## src/dram_ctl_pkg.sv

```systemverilog
// Package: timing constants, types and states of the strobe-driven DRAM controller
// Functional notes
// - Refresh all 1024 rows every 16 ms
// - Column strobe leads row strobe by 10 ns
// - Column strobe held low after row fall
// - Sample output only after access time; the code waits out column access only, not row access on bit 0
// - Page cycles may mix read and write
// - Row-to-column spacing at least 20 ns
// - Row strobe low 60 ns before cycle end
// - Wait 200 us, then eight init cycles
// - Row-only refresh needs external row address
package dram_ctl_pkg;
    // ------------------------------------------------------------
    // Timing
    // ------------------------------------------------------------
    localparam int CLK_PERIOD_PS        = 40000;
    localparam int COLUMN_LEAD_PS       = 10000;
    localparam int COLUMN_HOLD_PS       = 20000;
    localparam int ROW_TO_COLUMN_PS     = 20000;
    localparam int ROW_LOW_PS           = 60000;
    localparam int ROW_PRECHARGE_PS     = 70000;
    localparam int ACCESS_FROM_ROW_PS   = 100000;
    localparam int ACCESS_FROM_COL_PS   = 25000;
    localparam int POWERUP_US           = 200;
    localparam int REFRESH_PERIOD_MS    = 16;
    localparam int REFRESH_ROWS         = 1024;
    localparam int INIT_CYCLES          = 8;
    localparam int NIBBLE_BITS          = 4;
    localparam int ADDR_BITS            = 11;
    localparam int WORD_ADDR_BITS       = 22;

    function automatic int cyc_up(input int ps);
        cyc_up = (ps + CLK_PERIOD_PS - 1) / CLK_PERIOD_PS;
        if (cyc_up < 1) cyc_up = 1;
    endfunction

    localparam int LEAD_CYC      = cyc_up(COLUMN_LEAD_PS);
    localparam int HOLD_CYC      = cyc_up(COLUMN_HOLD_PS);
    localparam int RCD_CYC       = cyc_up(ROW_TO_COLUMN_PS);
    localparam int RAS_CYC       = cyc_up(ROW_LOW_PS);
    localparam int RP_CYC        = cyc_up(ROW_PRECHARGE_PS);
    localparam int CAC_CYC       = cyc_up(ACCESS_FROM_COL_PS);
    localparam int RAC_CYC       = cyc_up(ACCESS_FROM_ROW_PS);
    localparam int POWERUP_CYC   = POWERUP_US * 1000000 / CLK_PERIOD_PS;
    // Longest time: round the per-row interval down
    localparam int REFRESH_CYC   = REFRESH_PERIOD_MS * 1000 * (1000000 / CLK_PERIOD_PS) / REFRESH_ROWS;

    localparam logic [7:0] T_ZERO = 8'h00;
    localparam logic [7:0] T_ONE  = 8'h01;

    // ------------------------------------------------------------
    // Types
    // ------------------------------------------------------------
    typedef struct packed {
        logic                      write;    // 1 = write, 0 = read
        logic                      nibble;   // 4-bit nibble burst
        logic [WORD_ADDR_BITS-1:0] addr;     // Row in upper half, column in lower
        logic [NIBBLE_BITS-1:0]    wdata;
    } dram_req_t;

    typedef struct packed {
        logic [ADDR_BITS-1:0] multiplexed_address;
        logic                 row_strobe_n;
        logic                 column_strobe_n;
        logic                 store_select_n;
        logic                 input_bit;
    } dram_pins_t;

    typedef enum logic [3:0] {
        ST_POWERUP, ST_INIT, ST_IDLE, ST_CBR_LEAD, ST_CBR_ROW,
        ST_ROW, ST_COL, ST_COL_HIGH, ST_ROW_HOLD, ST_PRECHARGE
    } ctl_state_t;
endpackage

```

## src/dram_ctl.sv

```systemverilog
// Module: host-side controller driving a 4M x 1 strobe DRAM
`timescale 1ns/1ps
`default_nettype none
module dram_ctl
    import dram_ctl_pkg::*;
#(
    parameter int POWERUP_CYCLES = POWERUP_CYC,
    parameter int REFRESH_CYCLES = REFRESH_CYC
) (
    input  wire logic       mclk,       // 25 MHz clock
    input  wire logic       rst,        // Synchronous reset, active high
    input  wire logic       req_valid,  // Access request
    output logic            req_ready,  // Request accepted this cycle
    input  wire dram_req_t  req,        // Request contents
    output logic            rsp_valid,  // Read data valid pulse
    output logic [3:0]      rsp_data,   // Read bits, bit 0 first
    output logic            busy,       // Init, refresh or access in progress
    output dram_pins_t      pins,       // Strobes, address and data to the DRAM
    input  wire logic       output_bit  // Data out pin of the DRAM
);
    initial begin
        if (POWERUP_CYCLES < 1 || REFRESH_CYCLES < 16)
            $error("dram_ctl: bad timing parameters");
    end

    // ------------------------------------------------------------
    // Input synchroniser: change counts once stages two and three agree
    // ------------------------------------------------------------
    logic q_s1, q_s2, q_s3, q_clean;
    always_ff @(posedge mclk) begin
        q_s1 <= output_bit;
        q_s2 <= q_s1;
        q_s3 <= q_s2;
        if (q_s2 == q_s3) q_clean <= q_s3;
    end

    // ------------------------------------------------------------
    // State and counters
    // ------------------------------------------------------------
    ctl_state_t state;
    logic [23:0] timer;
    logic [23:0] ref_timer;
    logic [3:0]  init_cnt;
    logic        ref_due, is_ref, ref_pending;
    logic [1:0]  bit_idx;
    dram_req_t   cur;
    logic [9:0]  ext_row;

    wire timer_done = (timer == 24'h000000);
    wire last_bit   = !cur.nibble || (bit_idx == 2'h3);
    // Data sampled late in the column pulse, covering the column access path only (bit 0 also adds just 1), after the sync delay.
    // The filtered bit settles one edge after stages two and three agree, hence four extra cycles.
    wire [23:0] col_len = 24'(((RAC_CYC > CAC_CYC) ? (bit_idx == 2'h0 ? 1 : CAC_CYC) : CAC_CYC) + 4);

    always_ff @(posedge mclk) begin
        if (rst) begin
            ref_timer   <= 24'h000000;
            ref_pending <= 1'b0;
        end else if (ref_timer >= 24'(REFRESH_CYCLES - 1)) begin
            ref_timer   <= 24'h000000;
            ref_pending <= 1'b1;
        end else begin
            ref_timer   <= ref_timer + 24'h000001;
            if (state == ST_CBR_LEAD) ref_pending <= 1'b0;
        end
    end
    assign ref_due = ref_pending;

    always_ff @(posedge mclk) begin
        if (rst) begin
            state     <= ST_POWERUP;
            timer     <= 24'(POWERUP_CYCLES);
            init_cnt  <= 4'h0;
            is_ref    <= 1'b0;
            bit_idx   <= 2'h0;
            cur       <= '0;
            ext_row   <= 10'h000;
            rsp_valid <= 1'b0;
            rsp_data  <= 4'h0;
            pins      <= '{multiplexed_address: '0, row_strobe_n: 1'b1, column_strobe_n: 1'b1,
                           store_select_n: 1'b1, input_bit: 1'b0};
        end else begin
            rsp_valid <= 1'b0;
            if (!timer_done) timer <= timer - 24'h000001;
            case (state)
                ST_POWERUP: if (timer_done) state <= ST_INIT;
                ST_INIT: begin
                    // First init cycle row-only refresh, remainder column-first refresh
                    if (init_cnt == 4'(INIT_CYCLES)) begin
                        state <= ST_IDLE;
                    end else if (init_cnt == 4'h0) begin
                        init_cnt <= init_cnt + 4'h1;
                        is_ref   <= 1'b0;
                        cur      <= '0;
                        pins.multiplexed_address <= {1'b0, ext_row};
                        ext_row  <= ext_row + 10'h001;
                        pins.row_strobe_n <= 1'b0;
                        timer    <= 24'(RAS_CYC - 1);
                        state    <= ST_ROW_HOLD;
                    end else begin
                        init_cnt <= init_cnt + 4'h1;
                        is_ref   <= 1'b1;
                        pins.store_select_n  <= 1'b1;
                        pins.column_strobe_n <= 1'b0;
                        timer    <= 24'(LEAD_CYC - 1);
                        state    <= ST_CBR_LEAD;
                    end
                end
                ST_IDLE: begin
                    if (ref_due) begin
                        is_ref <= 1'b1;
                        pins.store_select_n  <= 1'b1;
                        pins.column_strobe_n <= 1'b0;
                        timer  <= 24'(LEAD_CYC - 1);
                        state  <= ST_CBR_LEAD;
                    end else if (req_valid) begin
                        is_ref  <= 1'b0;
                        cur     <= req;
                        bit_idx <= 2'h0;
                        pins.multiplexed_address <= req.addr[21:11];
                        pins.row_strobe_n <= 1'b0;
                        // Early write: select set before the column strobe falls
                        pins.store_select_n <= !req.write;
                        timer <= 24'(RCD_CYC - 1);
                        state <= ST_ROW;
                    end
                end
                ST_CBR_LEAD: if (timer_done) begin
                    pins.row_strobe_n <= 1'b0;
                    timer <= 24'(((HOLD_CYC > RAS_CYC) ? HOLD_CYC : RAS_CYC) - 1);
                    state <= ST_ROW_HOLD;
                end
                ST_ROW: if (timer_done) begin
                    pins.multiplexed_address <= cur.addr[10:0];
                    pins.input_bit       <= cur.wdata[0];
                    pins.column_strobe_n <= 1'b0;
                    timer <= col_len - 24'h000001;
                    state <= ST_COL;
                end
                ST_COL: if (timer_done) begin
                    if (!cur.write) begin
                        rsp_data[bit_idx] <= q_clean;
                    end
                    pins.column_strobe_n <= 1'b1;
                    timer <= 24'(LEAD_CYC - 1);
                    state <= last_bit ? ST_ROW_HOLD : ST_COL_HIGH;
                    if (last_bit && !cur.write) rsp_valid <= 1'b1;
                end
                ST_COL_HIGH: if (timer_done) begin
                    // Next nibble bit: device advances on each column strobe fall
                    bit_idx <= bit_idx + 2'h1;
                    pins.input_bit       <= cur.wdata[bit_idx + 2'h1];
                    pins.column_strobe_n <= 1'b0;
                    timer <= col_len - 24'h000001;
                    state <= ST_COL;
                end
                ST_ROW_HOLD: if (timer_done) begin
                    pins.row_strobe_n    <= 1'b1;
                    pins.column_strobe_n <= 1'b1;
                    pins.store_select_n  <= 1'b1;
                    timer <= 24'(RP_CYC - 1);
                    state <= ST_PRECHARGE;
                end
                ST_PRECHARGE: if (timer_done) state <= (init_cnt == 4'(INIT_CYCLES)) ? ST_IDLE : ST_INIT;
                default: state <= ST_IDLE;
            endcase
        end
    end

    assign req_ready = (state == ST_IDLE) && !ref_due && req_valid;
    assign busy      = (state != ST_IDLE);
endmodule // dram_ctl
`default_nettype wire

```

## config.mk

```make
export PLATFORM = sky130hd
export DESIGN_NAME = dram_ctl
export DESIGN_NICKNAME = d
export VERILOG_FILES = /design/src/dram_ctl_pkg.sv /design/src/dram_ctl.sv
export SDC_FILE = /design/constraint.sdc
export NUM_CORES = 1
export LEC_CHECK = 0
export BUFFER_PORTS_ARGS = -buffer_cell sky130_fd_sc_hd__buf_2
export CORE_MARGIN = 2
export CORE_UTILIZATION = 45
export CTS_CLUSTER_DIAMETER = 40
export DETAILED_ROUTE_END_ITERATION = 10
export PLACE_DENSITY_LB_ADDON = 0.05
export SYNTH_ARGS = -nofsm -noshare
export SYNTH_HDL_FRONTEND = slang
export SYNTH_SLANG_ARGS = --single-unit
```

## constraint.sdc

```tcl
create_clock -name mclk -period 3.3 [get_ports mclk]
set_input_delay 0.99 -clock mclk [delete_from_list [all_inputs] [get_ports mclk]]
set_output_delay 0.99 -clock mclk [all_outputs]
set_load 0.01 [all_outputs]
```

# [Yosys cells after proc, flatten, opt, wreduce, memory -nomap -nowiden]
# Cells that the tools add are included.
# Widths: inputs -> output; s select.
[op_classes] add_sub_neg=5 mul=0 div_mod_pow=0 order_cmp=4 n_eq_ne=27 n_shift=0 muxes=58 bitwise_logic=4 reduce_logical=35
[op_table] op="$mux 24" count=7
[op_table] op="$pmux 24 s5" count=1
[op_table] op="$mux 28" count=4
[op_table] op="$pmux 28 s2" count=1
[op_table] op="$mux 4" count=11
[op_table] op="$mux 12" count=3
[op_table] op="$pmux 11 s3" count=1
[op_table] op="$pmux 4 s8" count=1
[op_table] op="$ne 2x2->1 const B" count=13
[op_table] op="$add 24x1->24 const B" count=1
[op_table] op="$ge 24x9->1 const B" count=1
[op_table] op="$logic_not 24->1" count=1
[op_table] op="$sub 24x1->24 const B" count=1
[op_table] op="$reduce_and 7->1" count=3
[op_table] op="$mux 14" count=1
[op_table] op="$mux 1" count=13
[op_table] op="$eq 4x3->1 const B" count=3
[op_table] op="$eq 4x4->1 const B" count=3
[op_table] op="$mux 11" count=1
[op_table] op="$add 10x1->10 const B" count=1
[op_table] op="$mux 2" count=5
[op_table] op="$reduce_and 5->1" count=2
[op_table] op="$reduce_and 3->1" count=3
[op_table] op="$eq 4x2->1 const B" count=2
[op_table] op="other kinds (33)" count=50
[totals] reg_bits=110 latch_bits=0 ramBits=0 romBits=0 inputBits=32 out_inout_bits=22 word_cells=155 memories=0

# [Depth between registers and ports, before layout]
# Gate-level depths: netlist of the first run.
[logic_depth] depth_word=5 ltp_mapped=11 ltp_nobuf=11

# [Least setup slack after synthesis of the first run]
# OpenSTA, ideal clock, no wires.
[synth_path] kind="input port to output port" start="input port req_valid" end="output port req_ready" arrival_time_ps=1661 t_required_ps=2310 slack_ps=649 path_stages=3 path_buffers=1 path_cell_list="nand2b_1 nor2_1 buf_2"
[synth_via] elab_chain_cells=1
[synth_lines] element="start, declared" line="dram_ctl.sv:12" rtl="input wire logic req_valid,"
[synth_lines] element="$logic_and 1x1->1" line="dram_ctl.sv:170" rtl="assign req_ready = (state == ST_IDLE) && !ref_due && req_valid;"
[synth_lines] element="end, declared" line="dram_ctl.sv:13" rtl="output logic req_ready,"
# Every way passes these cells.

# [Worst setup path in the final report of the first run]
[layout_path] start="register state[1]" end="output port req_ready"
[layout_via] elab_chain_cells=3
[layout_lines] element="start, declared" line="dram_ctl.sv:40" rtl="ctl_state_t state;"
[layout_lines] element="start signal, assigned" line="dram_ctl.sv:146" rtl="state <= last_bit ? ST_ROW_HOLD : ST_COL_HIGH;"
[layout_lines] element="start signal, assigned" line="dram_ctl.sv:164" rtl="ST_PRECHARGE: if (timer_done) state <= (init_cnt == 4'(INIT_CYCLES)) ? ST_IDLE : ST_INIT;"
[layout_lines] element="$eq 4x2->1" line="dram_ctl.sv:170"
[layout_lines] element="$logic_and 1x1->1 (2 in series)" line="dram_ctl.sv:170"
# Every way passes these cells.

==> results of run 1 <==
==> flip-flops by register name, summed over array words and instances (netlist names), 2 cells and up <==
register,flops
timer,24
rsp_data,4
pins,15
ext_row,10
cur,17
ref_timer,24
init_cnt,4
state,4
bit_idx,2
==> routing by layer <==
metal / vias to the layer above / wire (µm) / global-route usage, %
met5: - / 0 / 0
met4: 0 / 122 / 6.26
met3: 8 / 618 / 6.75
met2: 87 / 6130 / 34.1
met1: 2173 / 5860 / 26.4
li1: 2272 / - / -
==> synthesized netlist by cell type (10+ instances only) <==
cell type / n
or4_1: 10
ha_1: 14
xor2_1: 18
nand2_1: 42
a22oi_1: 30
a21oi_1: 33
a22o_1: 10
dfxtp_1: 109
nor4_1: 11
inv_1: 16
nand3_1: 29
a211oi_1: 10
clkbuf_1: 17
o21ai_0: 22
nor3_1: 20
nor2_1: 46
==> through the flow <==
stage               utilization (%)  hold slack, ns  cell area (µm²)  setup slack (ns)
floorplan                         -           0.310             5370             0.649
detailed placement             50.2           0.314             5750             0.443
finish                         52.6           0.330             6030             0.629
CTS                            52.6           0.333             6030             0.584
global route                   52.6           0.344             6030             0.455
global placement               50.2           0.315             5750             0.489
==> layout by cell type, fill, tap and decap left out, types with 3 or more instances in the layout <==
| master | synthesis | routed |
|---|---|---|
| a21oi_1 | 33 | 33 |
| o21ai_0 | 22 | 22 |
| nand2b_1 | 9 | 9 |
| conb_1 | 1 | 15 |
| mux2i_1 | 6 | 6 |
| nand3_1 | 29 | 29 |
| a211oi_1 | 10 | 10 |
| xor2_1 | 18 | 18 |
| clkbuf_16 | 0 | 9 |
| o31ai_1 | 9 | 9 |
| o41ai_1 | 5 | 5 |
| nand2_1 | 42 | 42 |
| dfxtp_1 | 109 | 109 |
| nor4_1 | 11 | 11 |
| and3_1 | 5 | 5 |
| nor2_1 | 46 | 46 |
| buf_2 | 9 | 53 |
| or2_2 | 3 | 3 |
| xnor2_1 | 8 | 8 |
| or3_1 | 9 | 9 |
| inv_1 | 16 | 16 |
| or4_1 | 10 | 10 |
| nor2b_1 | 5 | 5 |
| o21a_1 | 3 | 3 |
| o22ai_1 | 3 | 3 |
| ha_1 | 14 | 14 |
| a211o_1 | 3 | 3 |
| a22oi_1 | 30 | 30 |
| o31a_1 | 3 | 3 |
| nand4_1 | 9 | 9 |
| nor3_1 | 20 | 20 |
| and2_1 | 3 | 3 |
| a22o_1 | 10 | 10 |
| buf_4 | 2 | 18 |
==> layout make-up <==
cell class	count	area, µm²
Timing Repair Buffer	71	400
Clock inverter	7	57.6
Sequential cell	110	2210
Fill cell	1096	5430
Multi-Input combinational cell	442	2890
Clock buffer	9	225
Inverter	18	67.6
Tap cell	143	179
==> power by group through the flow <==
stage               Combinational, mW  Sequential (mW)  Clock (mW)
floorplan                        1.12             1.57           0
global placement                 1.40             1.62           0
detailed placement               1.42             1.62           0
CTS                              1.42             1.59        1.08
global route                     1.58             1.61        1.13
finish                           1.42             1.59        1.04
==> final timing paths <==
| path | from | to | slack [ns] | depth (start not counted) |
|---|---|---|---|---|
| min | q_s1 | q_s2 | 0.33 | 0 |
| max reg2reg | timer[16] | timer[0] | 0.64 | 7 |
| min reg2reg | q_s1 | q_s2 | 0.33 | 0 |
| max | state[1] | req_ready | 0.63 | 4 |
==> cell families after synthesis <==
family / Yosys count
AOI/OAI and AO/OA: 150
xor gates and xnor gates: 26
adders and majority gates: 14
buffers and inverters: 54
DFF: 110
muxes: 6
other: 1
and+or+nand+nor: 231
==> critical path, stage by stage (launching register included) <==
cell and delay (ns):
dfxtp_1 0.46, nor4b_4 0.39, inv_1 0.11, nor2_1 0.19
buf_2 0.17
==> impl_metrics.json, run 1 <==
{
  "post-route-drc-count": 0,
  "p_switching_mw": 1.53,
  "grt_remaining_overflow": 0,
  "postRouteAntennaNets": 0,
  "antenna_found_initial": 0,
  "wl_per_cell_um": 15.9,
  "grt_pass1_vias": 4449,
  "numCtsBuffers": 9,
  "powerDensity_mw_per_mm2": 671,
  "synth-edff-count": 1,
  "yosys.area.top_type_share_pct": 41.1,
  "grt_pass1_wl_um": 21400,
  "dpl.hpwl_um": 8960,
  "dr.pass1.iters": 4,
  "syn_area_per_cell_um2": 8.98,
  "max_slew.worst_pin.slew_ns": 1.14,
  "clkLatencyLatePin_ns": 0.36,
  "power_switching_share_pct": 37.7,
  "synth_compound_area_share_pct": 19.5,
  "ys_ff_latch": 110,
  "slew_headroom_pct": 23.7,
  "fmax_ghz": 0.374,
  "path_clk_slew_ns": 0.08,
  "p_comb_share_pct": 35.1,
  "ys_types": 79,
  "p_int_mw": 2.52,
  "seq_area_frac_synth_pct": 41.6,
  "vias_per_cell": 5.68,
  "cts_root_buffer": "clkbuf_16",
  "hold_viol_final": 0,
  "numPlacedInstances": 784,
  "die_area_mm2": 0.0127,
  "p_leak_nw": 2.21,
  "stdcell_count": 800,
  "period_needed_ns": 2.67,
  "cap_violations": 0,
  "synth_top_family_by_area": "simple AND/OR/NAND/NOR gates",
  "synthXorXnorAreaFrac_pct": 4.29,
  "synthArstFlopShare_pct": 0,
  "netlist_instances": 592,
  "p_total_mw": 4.05,
  "clkPwrFrac_pct": 25.6,
  "setup_viol": 0,
  "track_usage_pct": 20.9,
  "htree_levels": 3,
  "final_net_count": 698,
  "cts_resized": 0,
  "crit_type": "reg -> out",
  "cp_max_fo": 7,
  "fp.dieW_um": 113,
  "finClkSkew_ns": 0.00887,
  "hold_class": "reg -> reg",
  "cts_tree": "yes",
  "syn_area_mm2": 0.00531,
  "core_region_area_mm2": 0.0115,
  "rsz0062_at_grt": "false",
  "grt_max_degree": 30,
  "irDropWorstVdd_mv": 0.512,
  "setup-tns-final_ns": 0,
  "synth_largest_area_cell": "dfxtp_1",
  "min_period_over_period_pct": 81.0,
  "arrival_ns": 1.68,
  "initial_utilization_pct": 46.3,
  "crit_required_ns": 2.31,
  "synthAdderAreaFrac_pct": 3.30,
  "cts.sink_count": 110,
  "drive_above_1_share_pct": 17.0,
  "drt-initial-drc-count": 330,
  "portBuffers": 53,
  "synthMuxAreaShare_pct": 1.13,
  "cts_post_setup_buffers_inserted": 0,
  "wl_um": 12700,
  "routed-via-count": 4540,
  "cts_hold_buffers": 0,
  "worstSetupStartpointType": "flop",
  "synth.area.top_cells": "dfxtp_1 (41%), a22oi_1 (4.2%), ha_1 (3.3%)",
  "status": "finished clean",
  "slew_violations": 0,
  "power_frac_seq_pct": 39.3,
  "antenna_cells": 0,
  "synthSimpleGateAreaFrac_pct": 25.0,
  "ys_dominant_reg_cell": "dfxtp_1",
  "cts_buffer_depth": 2,
  "area_growth_pct": 13.6,
  "row_count": 39,
  "pin_count": 54,
  "yosysWarningCount": 0,
  "gp_congestion": 0.866,
  "end_kind": "primary output",
  "die_h_um": 113
}
No activity file was read; power rests on OpenSTA's default activity.
==> run 2: changes to the inputs <==
- clock period: 3.3 -> 2.35 ns (I/O delays scaled with it)
==> run 2 against run 1 <==
Critical endpoint is now timer[0]. Critical path type is now reg -> reg. Global-route usage grew 0.88 points. The flow now finishes with violations (setup timing). Worst setup slack got worse by 0.65 ns. Highest routed layer unchanged. Sequential share of layout area shrank 1.7 points.
==> impl_metrics.json, run 2 (synthesized netlist as in run 1, its figures left out) <==
{
  "drive_above_1_share_pct": 21.7,
  "grt_pass1_vias": 4568,
  "hold_viol_final": 0,
  "cts.sink_count": 110,
  "slowest_stage": "or4_4",
  "drt-initial-drc-count": 377,
  "path_clk_slew_ns": 0.07,
  "final_common_cell": "dfxtp_1",
  "final_cell_area_mm2": 0.00635,
  "dr.pass1.iters": 5,
  "clkLatencyLatePin_ns": 0.35,
  "die_area_mm2": 0.0127,
  "powerDensity_mw_per_mm2": 980,
  "dpl.hpwl_um": 9390,
  "grt_pass1_wl_um": 22500,
  "holdWs_ns": 0.333,
  "slew_violations": 0,
  "p_total_mw": 6.22,
  "die_h_um": 113,
  "layout_common_cells": "dfxtp_1 (105), buf_2 (53), nor2_1 (45), nand2_1 (42), buf_4 (40)",
  "reg2reg_slack_ns": -0.02,
  "status": "finished with violations",
  "cts_root_buffer": "clkbuf_16",
  "portBuffers": 53,
  "min_period_over_period_pct": 101,
  "vias_per_cell": 5.76,
  "p_leak_nw": 2.37,
  "reg.largest.list": "ref_timer x24, timer x24, cur x17",
  "final_util_pct": 55.3,
  "end_kind": "flop",
  "cts_tree": "yes",
  "fp.dieW_um": 113,
  "initial_utilization_pct": 46.3,
  "finClkSkew_ns": 0.00713,
  "crit_top_cell": "or4_4",
  "dpl_cell_area_mm2": 0.00597,
  "rsz0062_at_grt": "true",
  "row_count": 39,
  "htree_levels": 3,
  "place_ws_ns": 0.0162,
  "setup_viol": 1,
  "period_needed_ns": 2.37,
  "gp_congestion": 0.892,
  "critical_path.cell_chain": "or4_4, or4_4, ha_4, or4_4, o21a_1, a21oi_2",
  "track_usage_pct": 21.8,
  "pin_count": 54,
  "crit_required_ns": 2.64,
  "antenna_cells": 0,
  "numCtsBuffers": 9,
  "cts_buffer_depth": 2,
  "worstSetupStartpointType": "flop",
  "max_slew.worst_pin.slew_ns": 0.568,
  "arrival_ns": 2.66,
  "area_growth_pct": 19.4,
  "critical_path.top_delay_family": "simple AND/OR/NAND/NOR gates",
  "grt_remaining_overflow": 0,
  "wl_um": 13500,
  "irDropWorstVdd_mv": 0.582,
  "critPathMaxStageDelay_ns": 0.58,
  "hold_class": "reg -> reg",
  "setup-tns-final_ns": -0.0201,
  "cp_max_fo": 3,
  "final_net_count": 723,
  "failed_checks": "setup timing",
  "grt_max_degree": 56,
  "core_region_area_mm2": 0.0115,
  "fmax_ghz": 0.422,
  "crit_type": "reg -> reg",
  "stdcell_count": 825,
  "wl_per_cell_um": 16.4,
  "path_buf_inv": 0,
  "postRouteAntennaNets": 0,
  "antenna_found_initial": 0,
  "post-route-drc-count": 0,
  "routed-via-count": 4754,
  "fin_ws_ns": -0.0201,
  "slew_headroom_pct": 62.1,
  "cap_violations": 0,
  "numPlacedInstances": 807
}
[run 2: cell types whose count changed in the layout (fill, tap and decap cells not counted), sizes merged]
cell    change
buf        +25
bufinv      +2
clkbuf      +1
clkinv      -2
inv         -1
[run 2: worst paths after layout]
| kind | start | end | depth (start not counted) |
|---|---|---|---|
| worst min register to register | q_s1 | q_s2 | 0 |
| worst min-delay path | q_s1 | q_s2 | 0 |
| worst max register to register | timer[5] | timer[0] | 6 |
| worst max-delay path | timer[5] | timer[0] | 6 |
[run 2: worst register-to-register path: cells and delay by family (launching register included)]
family | cells | cell delay, ns
compound gates | 2 | 0.23
fa+ha+maj | 1 | 0.19
simple gates | 3 | 1.58
flops | 1 | 0.32
[run 2: cell type report]
class	count	area, µm²
fill	1075	5120
sequential	110	2220
timing repair buffer	96	626
inverter	18	67.6
clock inverter	6	95.1
clock buffer	10	229
tap	143	179
multi-input combinational	442	2930
[run 2: repair_timing]
item,in CTS,in global routing
pin swaps,0,3
setup buffers,0,2
gates resized for setup,3,9
hold buffers,0,0
setup endpoints to repair,2,4
[run 2: per-layer routing]
metal	global-route usage, %	vias up	wire, µm	part of all wire, %
li1	-	2331	-	-
met1	28.3	2269	6240	46
met2	34.9	129	6170	46
met3	6.16	25	760	5.6
met4	7.32	0	320	2.4
met5	0	-	0	0
[run 2: report_power, final]
part,internal (mW),switching [mW]
Combinational,0.982,1.32
Sequential,2.05,0.204
Clock,0.947,0.720
Total,3.98,2.25
